**src/core/cef_map.svh**
```systemverilog
/*
  Offsets, bit positions and reset values for the charger event and
  timer-expiry status logic. Assumes inclusion by bare name.
*/
`ifndef CEF_MAP_SVH
`define CEF_MAP_SVH

`define CEF_EVENT_ADDR        8'h04
`define CEF_TIMER_ADDR        8'h02
`define CEF_EVENT_RESET       8'h00
`define CEF_TIMER_RESET       8'h00
`define CEF_RUN_EN_ADDR       8'h19
`define CEF_RUN_EN_BIT        6
`define CEF_VBMIN_ADDR        8'h0C
`define CEF_BIT_SAFETY        0
`define CEF_BIT_WATCHDOG      1
`define CEF_BIT_SRC_FAIL      7
`define CEF_BIT_SEC_IN        6
`define CEF_BIT_PRI_IN        5
`define CEF_BIT_LOWV          4
`define CEF_BIT_DONE          3
`define CEF_BIT_PHASE         2
`define CEF_BIT_WEAK          1
`define CEF_BIT_CELL          0
`define CEF_WATCHDOG_SEC      100

`endif

```
**src/core/cef_pkg.sv**
```systemverilog
/*
  Types shared by the charger event flag logic.
  Assumes cef_map.svh is on the include path.
*/
`default_nettype none

package cef_pkg;
  // Raw conditions from the analog and timer side, one cycle pulses or levels
  typedef struct packed {
    logic       source_check_failed;
    logic       sec_present;
    logic       pri_present;
    logic       charging;
    logic       charge_start;
    logic       cell_above_lowv;
    logic       charge_done;
    logic       fast_charge;
    logic [2:0] cell_level;
    logic       cell_absent_status;
    logic       watchdog_timeout;
    logic       safety_timeout;
  } cef_cond_t;

  // Register access port
  typedef struct packed {
    logic       rd;
    logic       wr;
    logic [7:0] addr;
    logic [7:0] wdata;
  } cef_req_t;
endpackage

`default_nettype wire

```
**src/core/cef_flags.sv**
```systemverilog
/*
  Charger event register (read-clear) and timer-expiry status bits.
  Assumes conditions arrive from logic on sys_clk; register access comes
  from the I2C slave on the same clock as one-cycle rd/wr strobes.
*/
// How it works
// Watchdog timeout in charge mode sets read-only watchdog expired bit.
// Watchdog expiry restores register defaults and clears watchdog run enable.
// Writing run enable one, or input reinsertion, clears watchdog expired bit.
// Safety timer expiry sets status bit zero.
// Event register at 04h, eight read-clear flags, reset zero.
// Bit 7 sets when either input fails validation.
// Bit 6 sets on secondary input plug in or plug out.
// Bit 5 sets on primary input plug in or plug out.
// Bit 4 sets on low threshold crossing, charge start above, plug out above.
// Bit 3 sets when charge ends on termination with termination enabled.
// Bit 2 sets on any pre-charge and fast charge phase change.
// Bit 1 sets when cell is below programmed minimum at plug in.
// Bit 0 sets when cell presence determination changes.
// Flags hold until read; read clears them; concurrent events survive.
`timescale 1ns/1ns
`default_nettype none
`include "cef_map.svh"

module cef_flags (
  input  wire logic             sys_clk,
  input  wire logic             reset,
  input  wire cef_pkg::cef_cond_t cond,
  input  wire cef_pkg::cef_req_t  req,
  input  wire logic             termination_enable,
  output logic [7:0]            rdata,
  output logic                  watchdog_run_enable,
  output logic [2:0]            cell_min_threshold,
  output logic                  regs_to_default
);
  import cef_pkg::*;

  ////////////////////////////////////////////////////////////////////////////
  // Host strobe decode and watchdog trip
  logic       event_read;
  logic       run_en_write;
  logic       run_en_set;
  logic       vbmin_write;
  logic       wd_trip;

  always_comb begin
    event_read   = req.rd && (req.addr == `CEF_EVENT_ADDR);
    run_en_write = req.wr && (req.addr == `CEF_RUN_EN_ADDR);
    run_en_set   = run_en_write && req.wdata[`CEF_RUN_EN_BIT];
    vbmin_write  = req.wr && (req.addr == `CEF_VBMIN_ADDR);
    // The timer itself lives outside; an expiry outside charge mode is not reported here
    wd_trip      = cond.watchdog_timeout && cond.charging;
  end

  ////////////////////////////////////////////////////////////////////////////
  // Condition history for edge detection
  // History resets low, so an input already present at release reads as a plug in
  logic       sec_q;
  logic       pri_q;
  logic       fast_q;
  logic       absent_q;
  logic       lowv_q;
  logic       next_sec_q;
  logic       next_pri_q;
  logic       next_fast_q;
  logic       next_absent_q;
  logic       next_lowv_q;
  logic       sec_in;
  logic       sec_out;
  logic       pri_in;
  logic       pri_out;
  logic       plug_in;
  logic       plug_out;

  always_comb begin
    next_sec_q    = cond.sec_present;
    next_pri_q    = cond.pri_present;
    next_fast_q   = cond.fast_charge;
    next_absent_q = cond.cell_absent_status;
    next_lowv_q   = cond.cell_above_lowv;
    sec_in        = cond.sec_present & ~sec_q;
    sec_out       = ~cond.sec_present & sec_q;
    pri_in        = cond.pri_present & ~pri_q;
    pri_out       = ~cond.pri_present & pri_q;
    plug_in       = sec_in | pri_in;
    plug_out      = sec_out | pri_out;
  end

  always_ff @(posedge sys_clk) begin
    if (reset) begin
      sec_q    <= 1'b0;
      pri_q    <= 1'b0;
      fast_q   <= 1'b0;
      absent_q <= 1'b0;
      lowv_q   <= 1'b0;
    end else begin
      sec_q    <= next_sec_q;
      pri_q    <= next_pri_q;
      fast_q   <= next_fast_q;
      absent_q <= next_absent_q;
      lowv_q   <= next_lowv_q;
    end
  end

  ////////////////////////////////////////////////////////////////////////////
  // Event detection, one set term per flag
  logic [7:0] ev_set;

  always_comb begin
    ev_set = 8'h00;
    ev_set[`CEF_BIT_SRC_FAIL] = cond.source_check_failed;
    ev_set[`CEF_BIT_SEC_IN]   = sec_in | sec_out;
    ev_set[`CEF_BIT_PRI_IN]   = pri_in | pri_out;
    ev_set[`CEF_BIT_LOWV]     = (cond.charging & (cond.cell_above_lowv != lowv_q))
                              | (cond.charge_start & cond.cell_above_lowv)
                              | (plug_out & cond.cell_above_lowv);
    ev_set[`CEF_BIT_DONE]     = cond.charge_done & termination_enable;
    ev_set[`CEF_BIT_PHASE]    = cond.charging & (cond.fast_charge != fast_q);
    ev_set[`CEF_BIT_WEAK]     = plug_in & (cond.cell_level < cell_min_threshold);
    ev_set[`CEF_BIT_CELL]     = cond.cell_absent_status != absent_q;
  end

  ////////////////////////////////////////////////////////////////////////////
  // Read-clear event flags
  logic [7:0] event_flags;
  logic [7:0] next_event_flags;

  always_comb begin
    next_event_flags = event_flags;
    if (event_read) begin
      next_event_flags = 8'h00;
    end
    // A set in the read cycle wins over the read clear; only a watchdog trip in that cycle drops it
    next_event_flags = next_event_flags | ev_set;
    if (wd_trip) begin
      next_event_flags = `CEF_EVENT_RESET;
    end
  end

  always_ff @(posedge sys_clk) begin
    if (reset) begin
      event_flags <= `CEF_EVENT_RESET;
    end else begin
      event_flags <= next_event_flags;
    end
  end

  ////////////////////////////////////////////////////////////////////////////
  // Host settings: watchdog run enable and minimum cell threshold
  logic       next_run_en;
  logic [2:0] next_vbmin;

  always_comb begin
    next_run_en = watchdog_run_enable;
    next_vbmin  = cell_min_threshold;
    if (run_en_write) begin
      next_run_en = req.wdata[`CEF_RUN_EN_BIT];
    end
    if (vbmin_write) begin
      next_vbmin = req.wdata[2:0];
    end
    // Expiry returns host settings to defaults, which also stops the watchdog
    if (wd_trip) begin
      next_run_en = 1'b0;
      next_vbmin  = 3'h0;
    end
  end

  always_ff @(posedge sys_clk) begin
    if (reset) begin
      watchdog_run_enable <= 1'b0;
      cell_min_threshold  <= 3'h0;
    end else begin
      watchdog_run_enable <= next_run_en;
      cell_min_threshold  <= next_vbmin;
    end
  end

  ////////////////////////////////////////////////////////////////////////////
  // Timer expiry status
  logic [7:0] timer_status;
  logic [7:0] next_timer_status;

  always_comb begin
    next_timer_status = timer_status;
    // Either clear source wipes both bits; the timers are re-armed together
    if (run_en_set || plug_in) begin
      next_timer_status[`CEF_BIT_WATCHDOG] = 1'b0;
      next_timer_status[`CEF_BIT_SAFETY]   = 1'b0;
    end
    if (cond.safety_timeout) begin
      next_timer_status[`CEF_BIT_SAFETY] = 1'b1;
    end
    if (wd_trip) begin
      // Expiry resets everything else; the expired bit survives so software can see why
      next_timer_status = `CEF_TIMER_RESET;
      next_timer_status[`CEF_BIT_WATCHDOG] = 1'b1;
    end
  end

  always_ff @(posedge sys_clk) begin
    if (reset) begin
      timer_status <= `CEF_TIMER_RESET;
    end else begin
      timer_status <= next_timer_status;
    end
  end

  ////////////////////////////////////////////////////////////////////////////
  // Registered read data
  logic [7:0] next_rdata;

  always_comb begin
    next_rdata = rdata;
    // Data holds between reads so a slow host can fetch it late
    if (req.rd) begin
      unique case (req.addr)
        `CEF_EVENT_ADDR:  next_rdata = event_flags;
        `CEF_TIMER_ADDR:  next_rdata = timer_status;
        `CEF_RUN_EN_ADDR: next_rdata = {1'b0, watchdog_run_enable, 6'h00};
        `CEF_VBMIN_ADDR:  next_rdata = {5'h00, cell_min_threshold};
        default:          next_rdata = 8'h00;
      endcase
    end
  end

  always_ff @(posedge sys_clk) begin
    if (reset) begin
      rdata <= 8'h00;
    end else begin
      rdata <= next_rdata;
    end
  end

  ////////////////////////////////////////////////////////////////////////////
  // Default restore pulse for the rest of the chip
  logic       next_regs_to_default;

  always_comb begin
    next_regs_to_default = wd_trip;
  end

  always_ff @(posedge sys_clk) begin
    if (reset) begin
      regs_to_default <= 1'b0;
    end else begin
      regs_to_default <= next_regs_to_default;
    end
  end

endmodule // cef_flags

`default_nettype wire

```
**config.mk**
```make
export PLATFORM = sky130hd
export DESIGN_NAME = cef_flags
export DESIGN_NICKNAME = d
export VERILOG_FILES = /design/src/core/cef_pkg.sv /design/src/core/cef_flags.sv
export VERILOG_INCLUDE_DIRS = /design/src /design/src/core
export SDC_FILE = /design/constraint.sdc
export NUM_CORES = 1
export LEC_CHECK = 0
export ABC_AREA = 1
export BUFFER_PORTS_ARGS = -buffer_cell sky130_fd_sc_hd__buf_2
export CORE_MARGIN = 3
export CORE_UTILIZATION = 40
export CTS_CLUSTER_DIAMETER = 150
export CTS_CLUSTER_SIZE = 28
export DETAILED_ROUTE_END_ITERATION = 7
export GPL_ROUTABILITY_DRIVEN = 0
export GPL_TIMING_DRIVEN = 0
export PLACE_DENSITY = 0.66
export SLEW_MARGIN = 10
export SYNTH_ARGS = -nofsm -noshare
export SYNTH_HDL_FRONTEND = slang
export SYNTH_SLANG_ARGS = --single-unit
```
**constraint.sdc**
```tcl
create_clock -name sys_clk -period 1.2 [get_ports sys_clk]
set_clock_uncertainty 0.05 [all_clocks]
set_input_delay 0.06 -clock sys_clk [delete_from_list [all_inputs] [get_ports sys_clk]]
set_output_delay 0.06 -clock sys_clk [all_outputs]
set_load 0.03 [all_outputs]
```
==> results of run 1 <==
-- synth_stat cells --
cell	instances
buf_4	1
nand2_1	36
dfxtp_1	28
o211ai_1	1
nor3_1	1
buf_6	1
o21ai_1	2
ha_1	6
clkbuf_1	1
a21oi_1	19
nand4_1	1
o21ai_0	2
a211oi_2	1
xor2_1	2
nor2_1	15
nand3_2	1
nand2_4	1
nor2_4	1
nand3_1	18
nand2_2	2
nor2_2	2
a21oi_2	2
and2_4	1
buf_2	2
inv_1	27
xnor2_1	1
-- through the flow --
| step | utilization (%) | area, µm² | setup TNS (ns) | setup slack (ns) |
|---|---|---|---|---|
| floorplan | - | 1313 | 0 | 0.01275 |
| global placement | 51.10 | 1573 | 0 | 0.02968 |
| detailed placement | 51.10 | 1573 | 0 | 0.02873 |
| CTS | 57.72 | 1777 | 0 | 0.001644 |
| global route | 58.50 | 1800 | -0.01374 | -0.01374 |
| finish | 58.50 | 1800 | 0 | 0.06392 |
-- power by group --
part | internal (mW) | switching, mW | leakage (nW) | total [mW]
registers | 0.963 | 0.0198 | 0.231 | 0.983
logic | 0.129 | 0.124 | 0.636 | 0.253
clock network | 0.130 | 0.261 | 0.0150 | 0.391
total | 1.22 | 0.405 | 0.881 | 1.63
-- worst paths after layout --
check	to	slack, ns	cells past startpoint
worst max-delay path	event_flags[4]	0.06	8
worst max register to register	event_flags[1]	0.09	5
worst min-delay path	watchdog_run_enable	0.02	3
worst min register to register	rdata[2]	0.42	2
-- worst reg2reg max path, delay by kind of cell (launching register included) --
kind / cells / cell delay, ns
simple gates: 1 / 0.04
flops: 1 / 0.36
buf+inv: 1 / 0.06
compound gates: 2 / 0.23
fa+ha+maj: 1 / 0.27
-- layout make-up --
| cell class | count | area, µm² | share of cell area, % |
|---|---|---|---|
| multi-input cells | 115 | 631.9 | 35.09 |
| flip-flops and latches | 28 | 566.8 | 31.48 |
| repair buffers | 59 | 385.4 | 21.40 |
| inverters | 27 | 101.3 | 5.629 |
| well taps | 44 | 55.05 | 3.058 |
| plain buffers | 5 | 33.78 | 1.876 |
| clock buffers | 4 | 26.28 | 1.459 |
-- what timing repair did --
action	in CTS	in global routing
hold endpoints to repair	23	0
gates resized for setup	0	8
hold buffers	17	0
setup endpoints to repair	1	10
buffers inserted	1	0
pin swaps	0	2
-- state kept, by name (all words and copies together) (netlist names) --
register,count
cell_min_threshold,3
pri_q,1
regs_to_default,1
sec_q,1
absent_q,1
watchdog_run_enable,1
fast_q,1
rdata,8
event_flags,8
timer_status,2
lowv_q,1
-- cells by family (layout without fill, tap and decap cells) --
kind of cell    after synthesis  after routing  synth area share (%)
compound gates               27             27                 11.67
simple gates                 79             79                 27.46
buf+inv                      32             95                 10.24
xor+xnor                      3              3                 2.010
fa+ha+maj                     6              6                 5.741
flops                        28             28                 42.87
-- cell usage in the layout (no fill, tap or decap), types with 2 or more instances in the layout --
| master | n |
|---|---|
| clkbuf_4 | 3 |
| a21oi_1 | 18 |
| inv_1 | 26 |
| ha_1 | 5 |
| dfxtp_2 | 2 |
| nand2_1 | 36 |
| xor2_1 | 2 |
| nor2_1 | 14 |
| nor2_2 | 3 |
| buf_2 | 43 |
| dfxtp_1 | 25 |
| nand2_2 | 2 |
| dlygate4sd3_1 | 16 |
| buf_4 | 2 |
| a21oi_2 | 3 |
| nand3_1 | 18 |
| o21ai_0 | 2 |
| o21ai_1 | 2 |
-- metal layers --
| layer | share of wire (%) | up-vias | global-route usage, % |
|---|---|---|---|
| li1 | - | 678 | - |
| met1 | 46 | 536 | 19.96 |
| met2 | 48 | 32 | 27.54 |
| met3 | 4.8 | 6 | 3.743 |
| met4 | 1.7 | 0 | 5.391 |
| met5 | 0 | - | 0 |
==> key figures, run 1 <==
Status
  – Outcome: completed

Yosys
  – Post-Syn Instances: 175
  – Yosys reg bits: 28
  – Syn Nets: ~220
  – Avg Cell Area, Syn: approximately 7.5 µm²
  – Top cell type's share of synthesized area: a little over two fifths
  – Leading cell types by total area after synthesis: dfxtp_1 (43%), nand2_1 (10%), inv_1 (7.8%)
  – Synth unique cells: 26
  – Synth area leader: dfxtp_1
  – YS warnings: 0
  – Cell Area, Synth: 1308 µm²
  – Post-synthesis sequential area ratio: between 40% and 50%

Clock tree
  – H-tree depth: 1
  – Sink Count: 28
  – Clk Latency, worst-skew pair: 0.32 ns
  – CTS tree: built
  – Clock root cell: clkbuf_4
  – Clock slew at reported path FFs: between 0.1 and 0.15 ns
  – CTS max path bufs: 2
  – Cts bufs inserted: 3

STA
  – Period utilisation layout: about 95%
  – RSZ-0062 raised after global routing: true
  – Slew at the pin closest to its max-slew limit: ~0.22 ns
  – Worst rel slew slack: 85.19%
  – Setup violations, final: 0
  – Max Slew Vio Count: 0
  – Maximum clock rate: about 0.88 GHz
  – Min cycle time layout: 1.136 ns
  – Final Hold Fails: 0
  – WHS: 0.02333 ns

Cells and area
  – Ant diodes: 0
  – Area Growth Syn to Fin: 37.70%
  – Layout cell share with drive strength beyond 1: 28.57%
  – Final Non-Filler Cells: approximately 280
  – Final nets: between 200 and 300
  – Fill count: a little under 300

Die
  – Initial Utilization: 42.48%
  – Die width: 63.18 µm
  – Die H: 63.18 µm
  – # IOs: 48
  – Placement Rows: 20
  – Die area: about 4000 µm²
  – Placeable Area: between 3000 and 4000 µm²

Setup path
  – CP Launch Point: cond[11]
  – Delay-heaviest family, CP: buffers and inverters
  – CP peak stage delay: 0.52 ns
  – Kind of critical path: in -> reg
  – RR Startpoint: cell_min_threshold[1]
  – Worst path bufs/invs: 3
  – Arrival @ worst endpoint: ~1.3 ns
  – Setup crit start kind: primary input
  – Slowest-stage cell, CP: dlygate4sd3_1
  – Critical Path End Type: flip-flop
  – Required @ worst endpoint: 1.38 ns
  – Critical path peak fanout: 2
  – Worst path cell trace: dlygate4sd3_1 -> buf_2 -> inv_1 -> ha_1 -> nor3_1 -> o21ai_0 -> a21oi_2 -> nor2_1

Detailed routing
  – First DRT Iteration DRCs: 35
  – Final ANT Viol Nets: 0
  – Total Wirelength: 2981 µm
  – Detailed-route via count: 1252
  – Drt wl/cell: 10.57 µm
  – DR vias/cell: about 4.4
  – DRC: 0
  – Router iterations before antenna repair: 4

Placed design
  – # port buffers: 41
  – DP Cell Count: 260
  – DP HPWL: roughly 2200 µm

Pwr
  – Leak pwr: 0.8813 nW
  – PD cells: 903.6 nW/µm²
  – Final Power: 1.627 mW
  – Peak supply drop: between 0.0005 and 0.0006 V

Min path
  – HP Start: req[6]
  – Hold WC Path Type: in -> reg

GRT
  – Largest net degree at the start of global routing: 16
  – First-pass GRT wire length: 5230 µm
  – Gr usage total: 16.14%
  – Initial antenna violation count: 0
  – Vias in the first global route: 1243
  – Grt total ovfl: 0

Job
  – Max Cap Viol: 0
No activity file was read; power rests on OpenSTA's default activity.
==> run 2, diff against run 1 <==
- CELL_PAD_IN_SITES_DETAIL_PLACEMENT: default -> 0
- CELL_PAD_IN_SITES_GLOBAL_PLACEMENT: default -> 1
- CORE_UTILIZATION: 40 -> 33
- PLACE_DENSITY: 0.66 -> 0.76
- SETUP_SLACK_MARGIN: default -> 0.05
==> run 2 against run 1 <==
Against the previous run: global-route usage fell by 2.1 points; via count decreased by 0.40%; highest routed layer unchanged; total power is 16% higher; cell count decreased by 0.35%; largest power group unchanged.
==> key figures, run 2 (synthesis gave the netlist of run 1 again) <==
Status
  – Outcome: completed

Detailed routing
  – Router iterations before antenna repair: 4 (unchanged)
  – DR vias/cell: 4.438 (about the same)
  – Drt wl/cell: 10.60 µm (+0.32%)
  – First DRT Iteration DRCs: 32 (-8.6%)
  – Detailed-route via count: 1247 (-0.40%)
  – DRC: 0 (unchanged)
  – Total Wirelength: 2980 µm (about the same)
  – Final ANT Viol Nets: 0 (unchanged)

Die
  – Die area: 4753 µm² (+19%)
  – Initial Utilization: 34.93% (-7.6 points)
  – Die H: 68.95 µm (+9.1%)
  – Die width: 68.95 µm (+9.1%)
  – Placement Rows: 22 (+10%)
  – # IOs: 48 (unchanged)
  – Placeable Area: 3744 µm² (+22%)

Min path
  – Worst hold stages: 3 (unchanged)
  – Hold WC Path Type: in -> reg

Setup path
  – Critical path depth: 5 (-3)
  – Delay-heaviest family, CP: flip-flops
  – Kind of critical path: reg -> reg
  – Setup crit start kind: flip-flop
  – Critical Path End Type: flip-flop
  – Worst path bufs/invs: 1 (-2)
  – R2R depth: 5 (unchanged)
  – Worst path cell trace: inv_4 -> ha_4 -> nand2_2 -> o211ai_1 -> a21oi_1
  – CP peak stage delay: 0.37 ns (-0.15 ns)
  – Required @ worst endpoint: 1.32 ns (-0.06 ns)
  – Critical path peak fanout: 3 (+1)
  – Slowest-stage cell, CP: dfxtp_4
  – Arrival @ worst endpoint: 1.23 ns (-0.08 ns)

STA
  – Maximum clock rate: 0.8991 GHz (+2.1%)
  – Final Hold Fails: 0 (unchanged)
  – Max Slew Vio Count: 0 (unchanged)
  – Fin Setup TNS: 0 ns (unchanged)
  – RSZ-0062 raised after global routing: true
  – Slew at the pin closest to its max-slew limit: 0.4783 ns (+0.2564 ns)
  – Min cycle time layout: 1.112 ns (-0.02389 ns)
  – Setup ws final: 0.08782 ns (+0.02389 ns)
  – Worst rel slew slack: 68.11% (-17 points)
  – Setup violations, final: 0 (unchanged)
  – Period utilisation layout: 92.68% (-2.0 points)

Placed design
  – DP HPWL: 2297 µm (+6.8%)
  – # port buffers: 41 (unchanged)
  – Post-DP Area: 1593 µm² (+1.3%)
  – DP Cell Count: 264 (+1.5%)
  – Dpl ws: 0.08731 ns (+0.05858 ns)

GRT
  – Largest net degree at the start of global routing: 17 (+1)
  – Initial antenna violation count: 0 (unchanged)
  – Vias in the first global route: 1168 (-6.0%)
  – Grt total ovfl: 0 (unchanged)
  – Gr usage total: 14.01% (-2.1 points)
  – First-pass GRT wire length: 5009 µm (-4.2%)

Cells and area
  – Final Cell Area: 1818 µm² (+0.97%)
  – Area Growth Syn to Fin: 39.04%
  – Largest registers: event_flags: 8 flops, rdata: 8 flops, cell_min_threshold: 3 flops
  – Layout cell share with drive strength beyond 1: 30.47% (+1.9 points)
  – Most common cell after layout, fill and taps aside: buf_2
  – Final Non-Filler Cells: 281 (-0.35%)
  – Final Util: 48.56% (-9.9 points)
  – Final nets: 275 (-1.8%)
  – Ant diodes: 0 (unchanged)
  – Commonest non-fill, non-tap cells in the layout: buf_2 (43), nand2_1 (35), inv_1 (25)

Pwr
  – Leak pwr: 0.8735 nW (-0.89%)
  – PD cells: 1035 nW/µm² (+15%)
  – Peak supply drop: 0.0004940 V (-14%)

Clock tree
  – Clk Latency, worst-skew pair: 0.27 ns (-0.05 ns)
  – CTS tree: built
  – Cts bufs inserted: 3 (unchanged)
  – H-tree depth: 1 (unchanged)
  – Sink Count: 28 (unchanged)
  – CTS max path bufs: 2 (unchanged)
  – Clock slew at reported path FFs: 0.10 ns (-0.04 ns)
  – Clock root cell: clkbuf_8

Job
  – Max Cap Viol: 0 (unchanged)
-- run 2: cell types whose count changed in the layout (fill, tap and decap cells not counted), sizes merged --
cell          before  now
buf               46   45
dlygate4sd3       16   13
dlymetal6s4s       1    0
-- run 2: layer usage --
layer  vias up  GRT usage, %  part of all wire, %
li1        664             -                    -
met1       545         18.24                   46
met2        33         23.69                   47
met3         5         2.107                  5.2
met4         0         4.380                  1.2
met5         -             0                    0
-- run 2: final timing paths --
kind	startpoint	to	slack (ns)
hold / removal	cond[1]	regs_to_default	0.005
setup / recovery	cell_min_threshold[2]	event_flags[1]	0.09
hold reg to reg	rdata[0]	rdata[0]	0.42
setup reg to reg	cell_min_threshold[2]	event_flags[1]	0.09
-- run 2: per-stage QoR --
step | hold slack (ns) | power [mW]
2_1_floorplan | 0.1170 | 1.118
3_3_place_gp | 0.2300 | 1.206
3_5_place_dp | 0.2419 | 1.207
4_1_cts | 0.001699 | 1.898
5_1_grt | 0.01159 | 1.980
6_report | 0.004740 | 1.882
-- run 2: tightest hold or removal path, delay by kind of cell --
family,cells,cell delay (ns)
buffers and inverters,1,0.07
and+or+nand+nor,2,0.16
-- run 2: report_power, final --
part           leakage [nW]  internal [mW]  total [mW]  switching, mW
sequential            0.231          0.960       0.979         0.0190
combinational         0.608          0.124       0.247          0.123
clock                0.0339          0.363       0.656          0.293
total                 0.874           1.45        1.88          0.435
-- run 2: layout make-up --
class,count,area (µm²)
fillers,398,1926
multi-input cells,115,649.4
flip-flops and latches,28,570.5
repair buffers,54,335.3
inverters,27,103.9
clock buffers,4,66.31
well taps,48,60.06
plain buffers,5,32.53
-- run 2: what timing repair did --
| item | CTS | global route |
|---|---|---|
| setup endpoints to repair | 0 | 3 |
| buffers inserted | 0 | 0 |
| resized for setup | 0 | 9 |
| hold buffers | 13 | 0 |
| endpoints found under the hold margin | 14 | 0 |
